--- config.mk ---
export PLATFORM = sky130hd
export DESIGN_NAME = iopim_mapper
export DESIGN_NICKNAME = d
export VERILOG_FILES = /design/src/verilog/iopim_pkg.sv /design/src/verilog/iopim_image_ram.sv /design/src/verilog/iopim_mapper.sv
export SDC_FILE = /design/constraint.sdc
export NUM_CORES = 1
export LEC_CHECK = 0
export ABC_AREA = 1
export BUFFER_PORTS_ARGS = -buffer_cell sky130_fd_sc_hd__buf_2
export CAP_MARGIN = 20
export CORE_MARGIN = 2
export CORE_UTILIZATION = 41
export DETAILED_ROUTE_END_ITERATION = 8
export PLACE_DENSITY = 0.72
export SKIP_CTS_REPAIR_TIMING = 1
export SLEW_MARGIN = 10
export SYNTH_ARGS = -nofsm -noshare
export SYNTH_HDL_FRONTEND = slang
export SYNTH_HIERARCHICAL = 1
export SYNTH_SLANG_ARGS = --single-unit
--- constraint.sdc ---
create_clock -name sys_clk_i -period 8.5 [get_ports sys_clk_i]
set_clock_uncertainty 0.1 [all_clocks]
set_input_delay 2.125 -clock sys_clk_i [delete_from_list [all_inputs] [get_ports sys_clk_i]]
set_output_delay 2.125 -clock sys_clk_i [all_outputs]
set_load 0.05 [all_outputs]
--- src/verilog/iopim_pkg.sv ---
// package: register map, image layout, carriers and helpers of the process image mapper
package iopim_pkg;

	// bus widths
	localparam int ADDR_W = 8;
	localparam int DATA_W = 16;

	// input image word indices; analog words first, digital word last
	localparam logic [2:0] IMG_AIN1_MEAS = 3'h0; // single-channel module, measured voltage
	localparam logic [2:0] IMG_AIN1_REF = 3'h1; // single-channel module, reference voltage
	localparam logic [2:0] IMG_AIN2_CH1 = 3'h2; // two-channel module, channel 1
	localparam logic [2:0] IMG_AIN2_CH2 = 3'h3; // two-channel module, channel 2
	localparam logic [2:0] IMG_DIGITAL = 3'h4; // fault flags and input channel values
	localparam int IMG_WORDS = 5;

	// layout of the digital input word
	localparam int FAULT_LSB = 0; // fault flags, channel n at bit n-1
	localparam int IN_CH_LSB = 8; // combined module input channel values

	// register offsets; image words sit at offsets 0x00 to 0x04
	localparam logic [7:0] OFF_IMG_LAST = 8'h04;
	localparam logic [7:0] OFF_OUT_DIAG = 8'h10; // output image of the diagnostic output module
	localparam logic [7:0] OFF_OUT_DO16 = 8'h11; // output image of the 16-channel output module
	localparam logic [7:0] OFF_OUT_IO = 8'h12; // output image of the combined module
	localparam logic [7:0] OFF_IRQ_STATUS = 8'h18; // sticky fault-raised bits, read only
	localparam logic [7:0] OFF_IRQ_CLEAR = 8'h19; // write one to clear, write only
	localparam logic [7:0] OFF_IRQ_ENABLE = 8'h1a; // interrupt enables
	localparam logic [7:0] OFF_AIN1_CS = 8'h1b; // single-channel module control/status bytes
	localparam logic [7:0] OFF_AIN2_CS = 8'h1c; // two-channel module control/status bytes

	// reset values
	localparam logic [15:0] RST_WORD = 16'h0000;
	localparam logic [7:0] RST_BYTE = 8'h00;

	// scan sequence over the input image words
	typedef enum logic [2:0] {
		SCAN_AIN1_MEAS = 3'b000,
		SCAN_AIN1_REF = 3'b001,
		SCAN_AIN2_CH1 = 3'b010,
		SCAN_AIN2_CH2 = 3'b011,
		SCAN_DIGITAL = 3'b100
	} iopim_scan_type;

	// one analog channel as the module delivers it
	typedef struct packed {
		logic [7:0] cs; // control/status byte, kept out of the image
		logic [15:0] value; // measured value
	} iopim_ain_type;

	// fault causes of the diagnostic output module, one bit per channel each
	typedef struct packed {
		logic [7:0] overload;
		logic [7:0] short_circuit;
		logic [7:0] broken_wire;
	} iopim_fault_src_type;

	// all analog channels together
	typedef struct packed {
		iopim_ain_type ain1_meas;
		iopim_ain_type ain1_ref;
		iopim_ain_type ain2_ch1;
		iopim_ain_type ain2_ch2;
	} iopim_ain_set_type;

	// address compare used by every register decode except the image range, which compares against OFF_IMG_LAST
	function automatic logic reg_hit(input logic [7:0] addr, input logic [7:0] off);
		reg_hit = (addr == off);
	endfunction : reg_hit

	// little-endian image word: low byte at the even byte, high byte after it
	function automatic logic [15:0] le_word(input logic [7:0] lo, input logic [7:0] hi);
		le_word = {hi, lo};
	endfunction : le_word

endpackage : iopim_pkg

--- src/verilog/iopim_image_ram.sv ---
// small memory holding the input process image, with a registered read port
module iopim_image_ram
	import iopim_pkg::*;
#(
	parameter int WIDTH = 16,
	parameter int DEPTH = 5,
	parameter int AW = 3
)(
	input wire logic sys_clk_i,
	input wire logic reset_n_i,
	input wire logic wr_en_i,
	input wire logic [AW-1:0] wr_addr_i,
	input wire logic [WIDTH-1:0] wr_data_i,
	input wire logic rd_en_i,
	input wire logic [AW-1:0] rd_addr_i,
	input wire logic [WIDTH-1:0] alt_data_i,
	output logic [WIDTH-1:0] rd_data_o
);

	logic [WIDTH-1:0] mem [DEPTH]; // image words, no reset: the scan fills them
	logic [WIDTH-1:0] next_rd_data; // value to register on the read port

	// read port picks memory or the alternate word, so one flop serves all reads
	always_comb
	begin
		next_rd_data = alt_data_i;
		if (rd_en_i)
		begin
			next_rd_data = mem[rd_addr_i];
		end
	end

	// write port, unmasked by reset: stale words are simply overwritten
	always_ff @(posedge sys_clk_i)
	begin
		if (wr_en_i)
		begin
			mem[wr_addr_i] <= wr_data_i;
		end
	end

	// registered read data
	always_ff @(posedge sys_clk_i)
	begin
		if (!reset_n_i)
		begin
			rd_data_o <= '0;
		end
		else
		begin
			rd_data_o <= next_rd_data;
		end
	end

endmodule : iopim_image_ram

--- src/verilog/iopim_mapper.sv ---
// top of the process image mapper: output image registers, input image scan, fault interrupt
//
// The register addresses and the plain strobed port are this design's own decisions.
module iopim_mapper
	import iopim_pkg::*;
(
	input wire logic sys_clk_i,
	input wire logic reset_n_i,
	input wire logic [ADDR_W-1:0] addr_i,
	input wire logic [DATA_W-1:0] wdata_i,
	input wire logic wr_i,
	input wire logic rd_i,
	output logic [DATA_W-1:0] rdata_o,
	output logic irq_o,
	input wire iopim_fault_src_type fault_src_i,
	input wire logic [7:0] input_channel_value_i,
	input wire iopim_ain_set_type ain_i,
	output logic [7:0] diag_out_o,
	output logic [15:0] do16_out_o,
	output logic [7:0] io_out_o,
	output logic [7:0] fault_flag_o
);

	// pin synchronisers, two stages each; only stage two is read
	iopim_fault_src_type fault_src_s1;
	iopim_fault_src_type fault_src_s2;
	logic [7:0] in_ch_s1;
	logic [7:0] in_ch_s2;
	iopim_ain_set_type ain_s1; // analog words are not coherent across bits while changing
	iopim_ain_set_type ain_s2;

	// control state
	iopim_scan_type scan; // image word being refreshed
	iopim_scan_type next_scan;
	logic [7:0] fault_prev; // fault flags one cycle ago, for edge detection
	logic [7:0] irq_status; // sticky fault-raised bits
	logic [7:0] next_irq_status;
	logic [7:0] irq_enable;
	logic [7:0] next_irq_enable;
	logic [7:0] next_diag_out;
	logic [15:0] next_do16_out;
	logic [7:0] next_io_out;
	logic next_irq;

	// combinational helpers
	logic [7:0] fault_now; // current fault level per channel
	logic [7:0] fault_rise; // newly raised faults
	logic [15:0] img_word; // word written to the image this cycle
	logic [2:0] img_addr;
	logic img_rd; // read hits the image memory
	logic [15:0] reg_rdata; // read value of the plain registers
	// image address width follows the word count, so a longer image widens the decode
	localparam int IMG_AW = $clog2(IMG_WORDS);

	// synchronise every pin before use
	always_ff @(posedge sys_clk_i)
	begin
		if (!reset_n_i)
		begin
			fault_src_s1 <= '0;
			fault_src_s2 <= '0;
			in_ch_s1 <= RST_BYTE;
			in_ch_s2 <= RST_BYTE;
			ain_s1 <= '0;
			ain_s2 <= '0;
		end
		else
		begin
			fault_src_s1 <= fault_src_i;
			fault_src_s2 <= fault_src_s1;
			in_ch_s1 <= input_channel_value_i;
			in_ch_s2 <= in_ch_s1;
			ain_s1 <= ain_i;
			ain_s2 <= ain_s1;
		end
	end

	// any of the three causes raises a channel's flag, and it drops with the cause
	always_comb
	begin
		fault_now = fault_src_s2.overload | fault_src_s2.short_circuit | fault_src_s2.broken_wire;
		fault_rise = fault_now & ~fault_prev;
	end

	// scan walks the image words in a fixed round, analog first
	always_comb
	begin
		next_scan = SCAN_AIN1_MEAS;
		img_word = RST_WORD;
		img_addr = IMG_AIN1_MEAS;
		case (scan)
			SCAN_AIN1_MEAS:
			begin
				// measured voltage at word 0; status byte stays out
				img_word = le_word(ain_s2.ain1_meas.value[7:0], ain_s2.ain1_meas.value[15:8]);
				img_addr = IMG_AIN1_MEAS;
				next_scan = SCAN_AIN1_REF;
			end
			SCAN_AIN1_REF:
			begin
				// reference voltage at word 1
				img_word = le_word(ain_s2.ain1_ref.value[7:0], ain_s2.ain1_ref.value[15:8]);
				img_addr = IMG_AIN1_REF;
				next_scan = SCAN_AIN2_CH1;
			end
			SCAN_AIN2_CH1:
			begin
				// two-channel module starts with channel 1
				img_word = le_word(ain_s2.ain2_ch1.value[7:0], ain_s2.ain2_ch1.value[15:8]);
				img_addr = IMG_AIN2_CH1;
				next_scan = SCAN_AIN2_CH2;
			end
			SCAN_AIN2_CH2:
			begin
				img_word = le_word(ain_s2.ain2_ch2.value[7:0], ain_s2.ain2_ch2.value[15:8]);
				img_addr = IMG_AIN2_CH2;
				next_scan = SCAN_DIGITAL;
			end
			SCAN_DIGITAL:
			begin
				// digital data after all analog words
				img_word = RST_WORD;
				img_word[FAULT_LSB +: 8] = fault_now;
				img_word[IN_CH_LSB +: 8] = in_ch_s2;
				img_addr = IMG_DIGITAL;
				next_scan = SCAN_AIN1_MEAS;
			end
			default:
			begin
				// unknown code restarts the round
				next_scan = SCAN_AIN1_MEAS;
			end
		endcase
	end

	// image memory: scan writes, bus reads; plain registers go through its read flop
	iopim_image_ram #(
		.WIDTH(DATA_W),
		.DEPTH(IMG_WORDS),
		.AW(IMG_AW)
	) u_image_ram (
		.sys_clk_i(sys_clk_i),
		.reset_n_i(reset_n_i),
		.wr_en_i(1'b1),
		.wr_addr_i(img_addr),
		.wr_data_i(img_word),
		.rd_en_i(img_rd),
		.rd_addr_i(addr_i[IMG_AW-1:0]),
		.alt_data_i(reg_rdata),
		.rd_data_o(rdata_o)
	);

	// read decode; unmapped and write-only offsets read zero, idle cycles give zero
	always_comb
	begin
		img_rd = rd_i && (addr_i <= OFF_IMG_LAST);
		reg_rdata = RST_WORD;
		if (rd_i)
		begin
			if (reg_hit(addr_i, OFF_OUT_DIAG))
			begin
				reg_rdata[7:0] = diag_out_o;
			end
			else if (reg_hit(addr_i, OFF_OUT_DO16))
			begin
				reg_rdata = do16_out_o;
			end
			else if (reg_hit(addr_i, OFF_OUT_IO))
			begin
				reg_rdata[7:0] = io_out_o;
			end
			else if (reg_hit(addr_i, OFF_IRQ_STATUS))
			begin
				reg_rdata[7:0] = irq_status;
			end
			else if (reg_hit(addr_i, OFF_IRQ_ENABLE))
			begin
				reg_rdata[7:0] = irq_enable;
			end
			else if (reg_hit(addr_i, OFF_AIN1_CS))
			begin
				// status bytes only reachable here, for configuration software
				reg_rdata = {ain_s2.ain1_ref.cs, ain_s2.ain1_meas.cs};
			end
			else if (reg_hit(addr_i, OFF_AIN2_CS))
			begin
				reg_rdata = {ain_s2.ain2_ch2.cs, ain_s2.ain2_ch1.cs};
			end
			else
			begin
				reg_rdata = RST_WORD;
			end
		end
	end

	// output image registers, written from the bus only
	always_comb
	begin
		next_diag_out = diag_out_o;
		next_do16_out = do16_out_o;
		next_io_out = io_out_o;
		// a write to any other offset leaves every output as it was
		if (wr_i)
		begin
			if (reg_hit(addr_i, OFF_OUT_DIAG))
			begin
				next_diag_out = wdata_i[7:0];
			end
			if (reg_hit(addr_i, OFF_OUT_DO16))
			begin
				next_do16_out = wdata_i;
			end
			if (reg_hit(addr_i, OFF_OUT_IO))
			begin
				next_io_out = wdata_i[7:0];
			end
		end
	end

	// interrupt enables and sticky status
	always_comb
	begin
		next_irq_enable = irq_enable;
		next_irq_status = irq_status;
		// clear is write-one; zero bits leave their status alone
		if (wr_i)
		begin
			if (reg_hit(addr_i, OFF_IRQ_ENABLE))
			begin
				next_irq_enable = wdata_i[7:0];
			end
			if (reg_hit(addr_i, OFF_IRQ_CLEAR))
			begin
				next_irq_status = irq_status & ~wdata_i[7:0];
			end
		end
		// a fault rising in the clearing cycle is kept, so no event is lost to a late clear
		next_irq_status = next_irq_status | fault_rise;
		next_irq = |(next_irq_status & next_irq_enable);
	end

	// scan position and fault level; fault_prev feeds the rising-edge detector
	always_ff @(posedge sys_clk_i)
	begin
		if (!reset_n_i)
		begin
			scan <= SCAN_AIN1_MEAS;
			fault_prev <= RST_BYTE;
			fault_flag_o <= RST_BYTE;
		end
		else
		begin
			// both copies hold the same level, one for the edge detector, one for the pins
			scan <= next_scan;
			fault_prev <= fault_now;
			fault_flag_o <= fault_now;
		end
	end

	// output image registers; a write shows on the pins one cycle after its strobe
	always_ff @(posedge sys_clk_i)
	begin
		if (!reset_n_i)
		begin
			diag_out_o <= RST_BYTE;
			do16_out_o <= RST_WORD;
			io_out_o <= RST_BYTE;
		end
		else
		begin
			diag_out_o <= next_diag_out;
			do16_out_o <= next_do16_out;
			io_out_o <= next_io_out;
		end
	end

	// interrupt registers; irq_o comes from the next state so it rises with its status bit
	always_ff @(posedge sys_clk_i)
	begin
		if (!reset_n_i)
		begin
			irq_status <= RST_BYTE;
			irq_enable <= RST_BYTE;
			irq_o <= 1'b0;
		end
		else
		begin
			// status and enable share one layout: bit n-1 is channel n
			irq_status <= next_irq_status;
			irq_enable <= next_irq_enable;
			irq_o <= next_irq;
		end
	end

endmodule : iopim_mapper

Yosys cells after proc, flatten, opt, wreduce, memory -nomap -nowiden
Memory sizes are Yosys's and may differ from the RTL's.
Cells that the tools add are included.
- $add $sub $neg: 0
- multipliers: 0
- div/mod/pow operators: 0
- magnitude comparators: 1
- equality and inequality tests: 12
- shift-type cells: 0
- mux-type cells: 20
- bitwise operators: 8
- reduce and logical (&&, ||, !) cells: 6
- operators by type and width (operator ; count):
    $mux W8 ; 12
    $mux W16 ; 5
    $pmux W16 S5 ; 1
    $eq A8 B5 Y1 const B ; 8
    $and A8 B8 Y8 ; 3
    $or A8 B8 Y8 ; 3
    $pmux W3 S4 ; 2
    $not A8 Y8 ; 2
    $le A8 B3 Y1 const B ; 1
    $reduce_or A8 Y1 ; 1
    $eq A3 B2 Y1 const B ; 2
    $reduce_and A2 Y1 ; 3
    $eq A3 B1 Y1 const B ; 1
    $eq A3 B3 Y1 const B ; 1
    $logic_not A3 Y1 ; 1
    $logic_and A1 B1 Y1 ; 1
- flip-flop bits (word level): 332
- bits in latches: 0
- bits in writable memories: 80
- bits in read-only memories: 0
- bits of input ports: 156
- output and inout bits: 57
- memories kept: 1
- memory list (name ; words ; bits a word ; read ports ; clocked after Yosys merged registers in ; wr ports ; RTL line ; RTL):
    u_image_ram.mem ; 5 ; 16 ; 1 ; 0 ; 1 ; iopim_image_ram.sv:20 ; logic [WIDTH-1:0] mem [DEPTH];

Logic depth before layout (Yosys ltp)
- depth after elaboration: 10
- mapped depth: 15

Modules after synthesis
The synthesis kept the hierarchy.
- modules (own cells, without submodules) (module ; times used ; cells each ; area each (um2) ; sequential area each (um2)):
    iopim_mapper ; 1 ; 1399 ; 10971.8 ; 6326.1
    iopim_image_ram ; 1 ; 287 ; 3632.2 ; 2722.6

Least setup slack after synthesis
No wires, ideal clock.
- kind: input to register
- from: in rd_i
- to: reg u_image_ram.rd_data_o[14]
- setup time: 0.119 ns
- data arrival time: 3.319 ns
- required time: 8.281 ns
- slack: 4.961 ns
- stages: 7
- path buffers: 2
- path through: clkbuf_1 -> nand4_1 -> a21oi_1 -> inv_1 -> buf_2 -> a21oi_1 -> a21oi_1
- cells in the longest elaborated chain, start to end: 2
- elaborated cells between the ends (all ways): 3
- those cells by class: mux: 2; reduce/logical: 1
- RTL lines (element ; RTL line ; RTL):
    start: declaration ; iopim_mapper.sv:12 ; input wire logic rd_i,
    $logic_and A1 B1 Y1 ; iopim_mapper.sv:156 ; img_rd = rd_i && (addr_i <= OFF_IMG_LAST);
    named net img_rd ; iopim_mapper.sv:50 ; logic img_rd;
    $mux W16 ; iopim_image_ram.sv:27 ; if (rd_en_i)
    end signal: assignment ; iopim_image_ram.sv:51 ; rd_data_o <= next_rd_data;
    end: declaration ; iopim_image_ram.sv:17 ; output logic [WIDTH-1:0] rd_data_o
The timed path passes the listed nets, and every way through them passes these cells.
A chain may end at the register's enable or synchronous reset.

Final worst setup path
- from: in reset_n_i
- to: reg ain_s1[31] (netlist bit)
- RTL lines (element ; RTL line ; RTL):
    start: declaration ; iopim_mapper.sv:8 ; input wire logic reset_n_i,
    end signal: assignment ; iopim_mapper.sv:73 ; ain_s1 <= ain_i;
    end: declaration ; iopim_mapper.sv:29 ; iopim_ain_set_type ain_s1;
No word-level cell between the ends.

==> metrics.md <==
| Metric | Value |
|---|---|
| Final WL | `34980 um` |
| Final setup vio count | `0` |
| Power Dens Cells | `236.4 nW/um2` |
| # rows | `69` |
| Die Wd | `192.7 um` |
| Final core occ | `48.78%` |
| Global route hottest layer | `met2` |
| Max IR drop VDD | `0.1141 mV` |
| WS Path Type | `in -> reg` |
| Grt met2 use | `29.93%` |
| First-pass GRT wire length | `53610 um` |
| CORE AREA | `35310 um2` |
| Mapped Area | `14600 um2` |
| Grt met3 use | `3.601%` |
| Sw Ratio | `22.22%` |
| Worst hold stages | `2` |
| Crit path DAT | `4.41 ns` |
| Total track usage | `18.73%` |
| Grt ovf | `0` |
| Gpl congestion | `0.9317` |
| Max-cap viol count | `0` |
| Vias per inst | `4.625` |
| Most frequent cells in the layout | `nand2_1 (489), inv_1 (346), dfxtp_1 (332)` |
| Primary FF master, synth | `dfxtp_1` |
| Internal power | `3.167 mW` |
| WP data required | `8.85 ns` |
| CP Capture Type | `register` |
| Setup TNS | `0 ns` |
| Slew of the pin with the lowest slew margin | `1.058 ns` |
| Main area contributors after synthesis | `dfxtp_1 (46%), edfxtp_1 (16%), nand2_1 (13%)` |
| Netlist cell types | `38` |
| RSZ-0062 raised after global routing | `false` |
| PortBufs | `212` |
| Post-synth EDFFs | `80` |
| Clock root cell | `clkbuf_16` |
| Reg2Reg Depth | `5` |
| DRC | `0` |
| Worst Setup Start Kind | `primary input` |
| Synth Register Bits | `412` |
| Vias in the first global route | `10060` |
| Synth area leader | `dfxtp_1` |
| 1st-pass router iterations | `5` |
| Detailed placement HPWL | `24910 um` |
| Max clock buf depth | `3` |
| Outcome | `finished clean` |
| HP Class | `reg -> reg` |
| Yosys synthesis warning count | `6` |
| Wire per inst | `14.77 um` |
| Tmin final | `4.059 ns` |
| Most common cell after layout, fill and taps aside | `nand2_1` |
| Post-synthesis sequential area ratio | `61.96%` |
| Synth top area share | `45.51%` |
| Antenna-violating nets left | `0` |
| Area growth syn-to-layout | `17.94%` |
| Clock power share | `42.5%` |
| Skew-Pair Late Insertion Delay | `0.52 ns` |
| Die H | `192.7 um` |
| Initial antenna violation count | `3` |
| Leak | `9.216 nW` |
| N_diodes | `0` |
| Mapped Avg Cell Area | `8.662 um2` |
| CTS clk-pin slew, worst paths | `0.06 ns` |
| CTS tree | `built` |
| Clk sinks | `412` |
| Fmax | `0.2464 GHz` |
| Final hold viol count | `0` |
| Comb power frac | `5.9%` |
| M1 GR Usage | `24.65%` |
| Sequential power share | `51.6%` |
| Vias | `10952` |
| Synthesized instance count | `1686` |
| NetSw | `904.8 uW` |
| Async set-reset flop share out of synthesis | `0%` |
| Initial drt markers | `797` |
| Largest net degree at the start of global routing | `139` |
| Layout cells sized above 1 | `17.04%` |
| Max Transition Viols Final | `0` |
| H-Tree Depth | `2` |
| Die Area | `37140 um2` |
| Starting density of the core | `41.36%` |
| NumNets Final | `2035` |
| CP Max Fanout | `138` |
| Period utilisation layout | `47.75%` |
| Relative slew slack | `29.40%` |
| CTS buffer count | `41` |
| # IOs | `213` |
[power groups by stage]
stage          logic [mW]  clock network [mW]  registers (mW)
2_1_floorplan       0.139                   0            2.15
3_3_place_gp        0.238                   0            2.14
6_report            0.241                1.73            2.10
4_1_cts             0.244                1.77            2.10
5_1_grt             0.272                1.85            2.11
3_5_place_dp        0.243                   0            2.14
[cell type report]
cell class                      instances  area [um2]
Clock buffer                           55        1119
Clock inverter                         16       171.4
Fill cell                            3319       18090
Inverter                              355        1338
Multi-Input combinational cell        850        3849
Sequential cell                       412        9049
Tap cell                              461       576.8
Timing Repair Buffer                  219        1122
[state kept, by name, summed over array words and instances (netlist names)]
name,flops
irq_enable,8
fault_src_s2,24
irq_o,1
in_ch_s2,8
irq_status,8
in_ch_s1,8
io_out_o,8
scan,3
ain_s2,96
diag_out_o,8
u_image_ram/rd_data_o,16
do16_out_o,16
u_image_ram/mem,80
fault_prev,8
fault_src_s1,24
ain_s1,96
[critical path, stage by stage]
cell	delay (ns)
clkbuf_8	0.51
buf_4	0.76
buf_4	0.62
nand2_1	0.12
inv_1	0.09
[logic make-up after synthesis]
logic type      Yosys count  synth area share, %
other cells               1              0.02568
simple gates            693                20.02
flops                   412                61.96
buf+inv                 425                11.85
compound gates          155                6.143
[metrics by stage]
step	cells	hold WS (ns)	instance area [um2]	setup WS [ns]	power, mW
finish	2368	0.3052	17220	4.441	4.072
global route	2368	0.3214	17220	4.174	4.229
CTS	2368	0.3026	17220	4.381	4.118
detailed placement	2297	0.2955	15930	3.838	2.387
global placement	2297	0.2941	15930	3.896	2.380
floorplan	1687	0.2905	14610	4.961	2.285
[routing by layer]
metal / wire length (um) / up-vias / share of wire, %
met5: 41 / - / 0.12
li1: - / 5507 / -
met4: 1393 / 6 / 4.0
met3: 2920 / 99 / 8.3
met2: 15740 / 450 / 45
met1: 14880 / 4890 / 43
[Yosys cell counts, types with 7 or more instances]
library cell	instances
o21ai_1	7
dfxtp_1	332
buf_2	14
o21ai_0	31
inv_1	346
nand2_1	489
a21oi_1	79
buf_4	8
or2_2	12
edfxtp_1	80
nor3_1	7
a22oi_1	11
nand4_1	17
buf_6	11
clkbuf_1	37
o211ai_1	8
nor2_1	48
nand3_1	99
inv_2	7
[final timing paths]
check,slack (ns),start,to
min,0.31,ain_s1[74],ain_s2[74]
max,4.44,reset_n_i,ain_s1[31]
min reg2reg,0.31,ain_s1[74],ain_s2[74]
max reg2reg,5.88,scan[0],u_image_ram/mem[0][8]
Power figures use the tool's default switching activity.
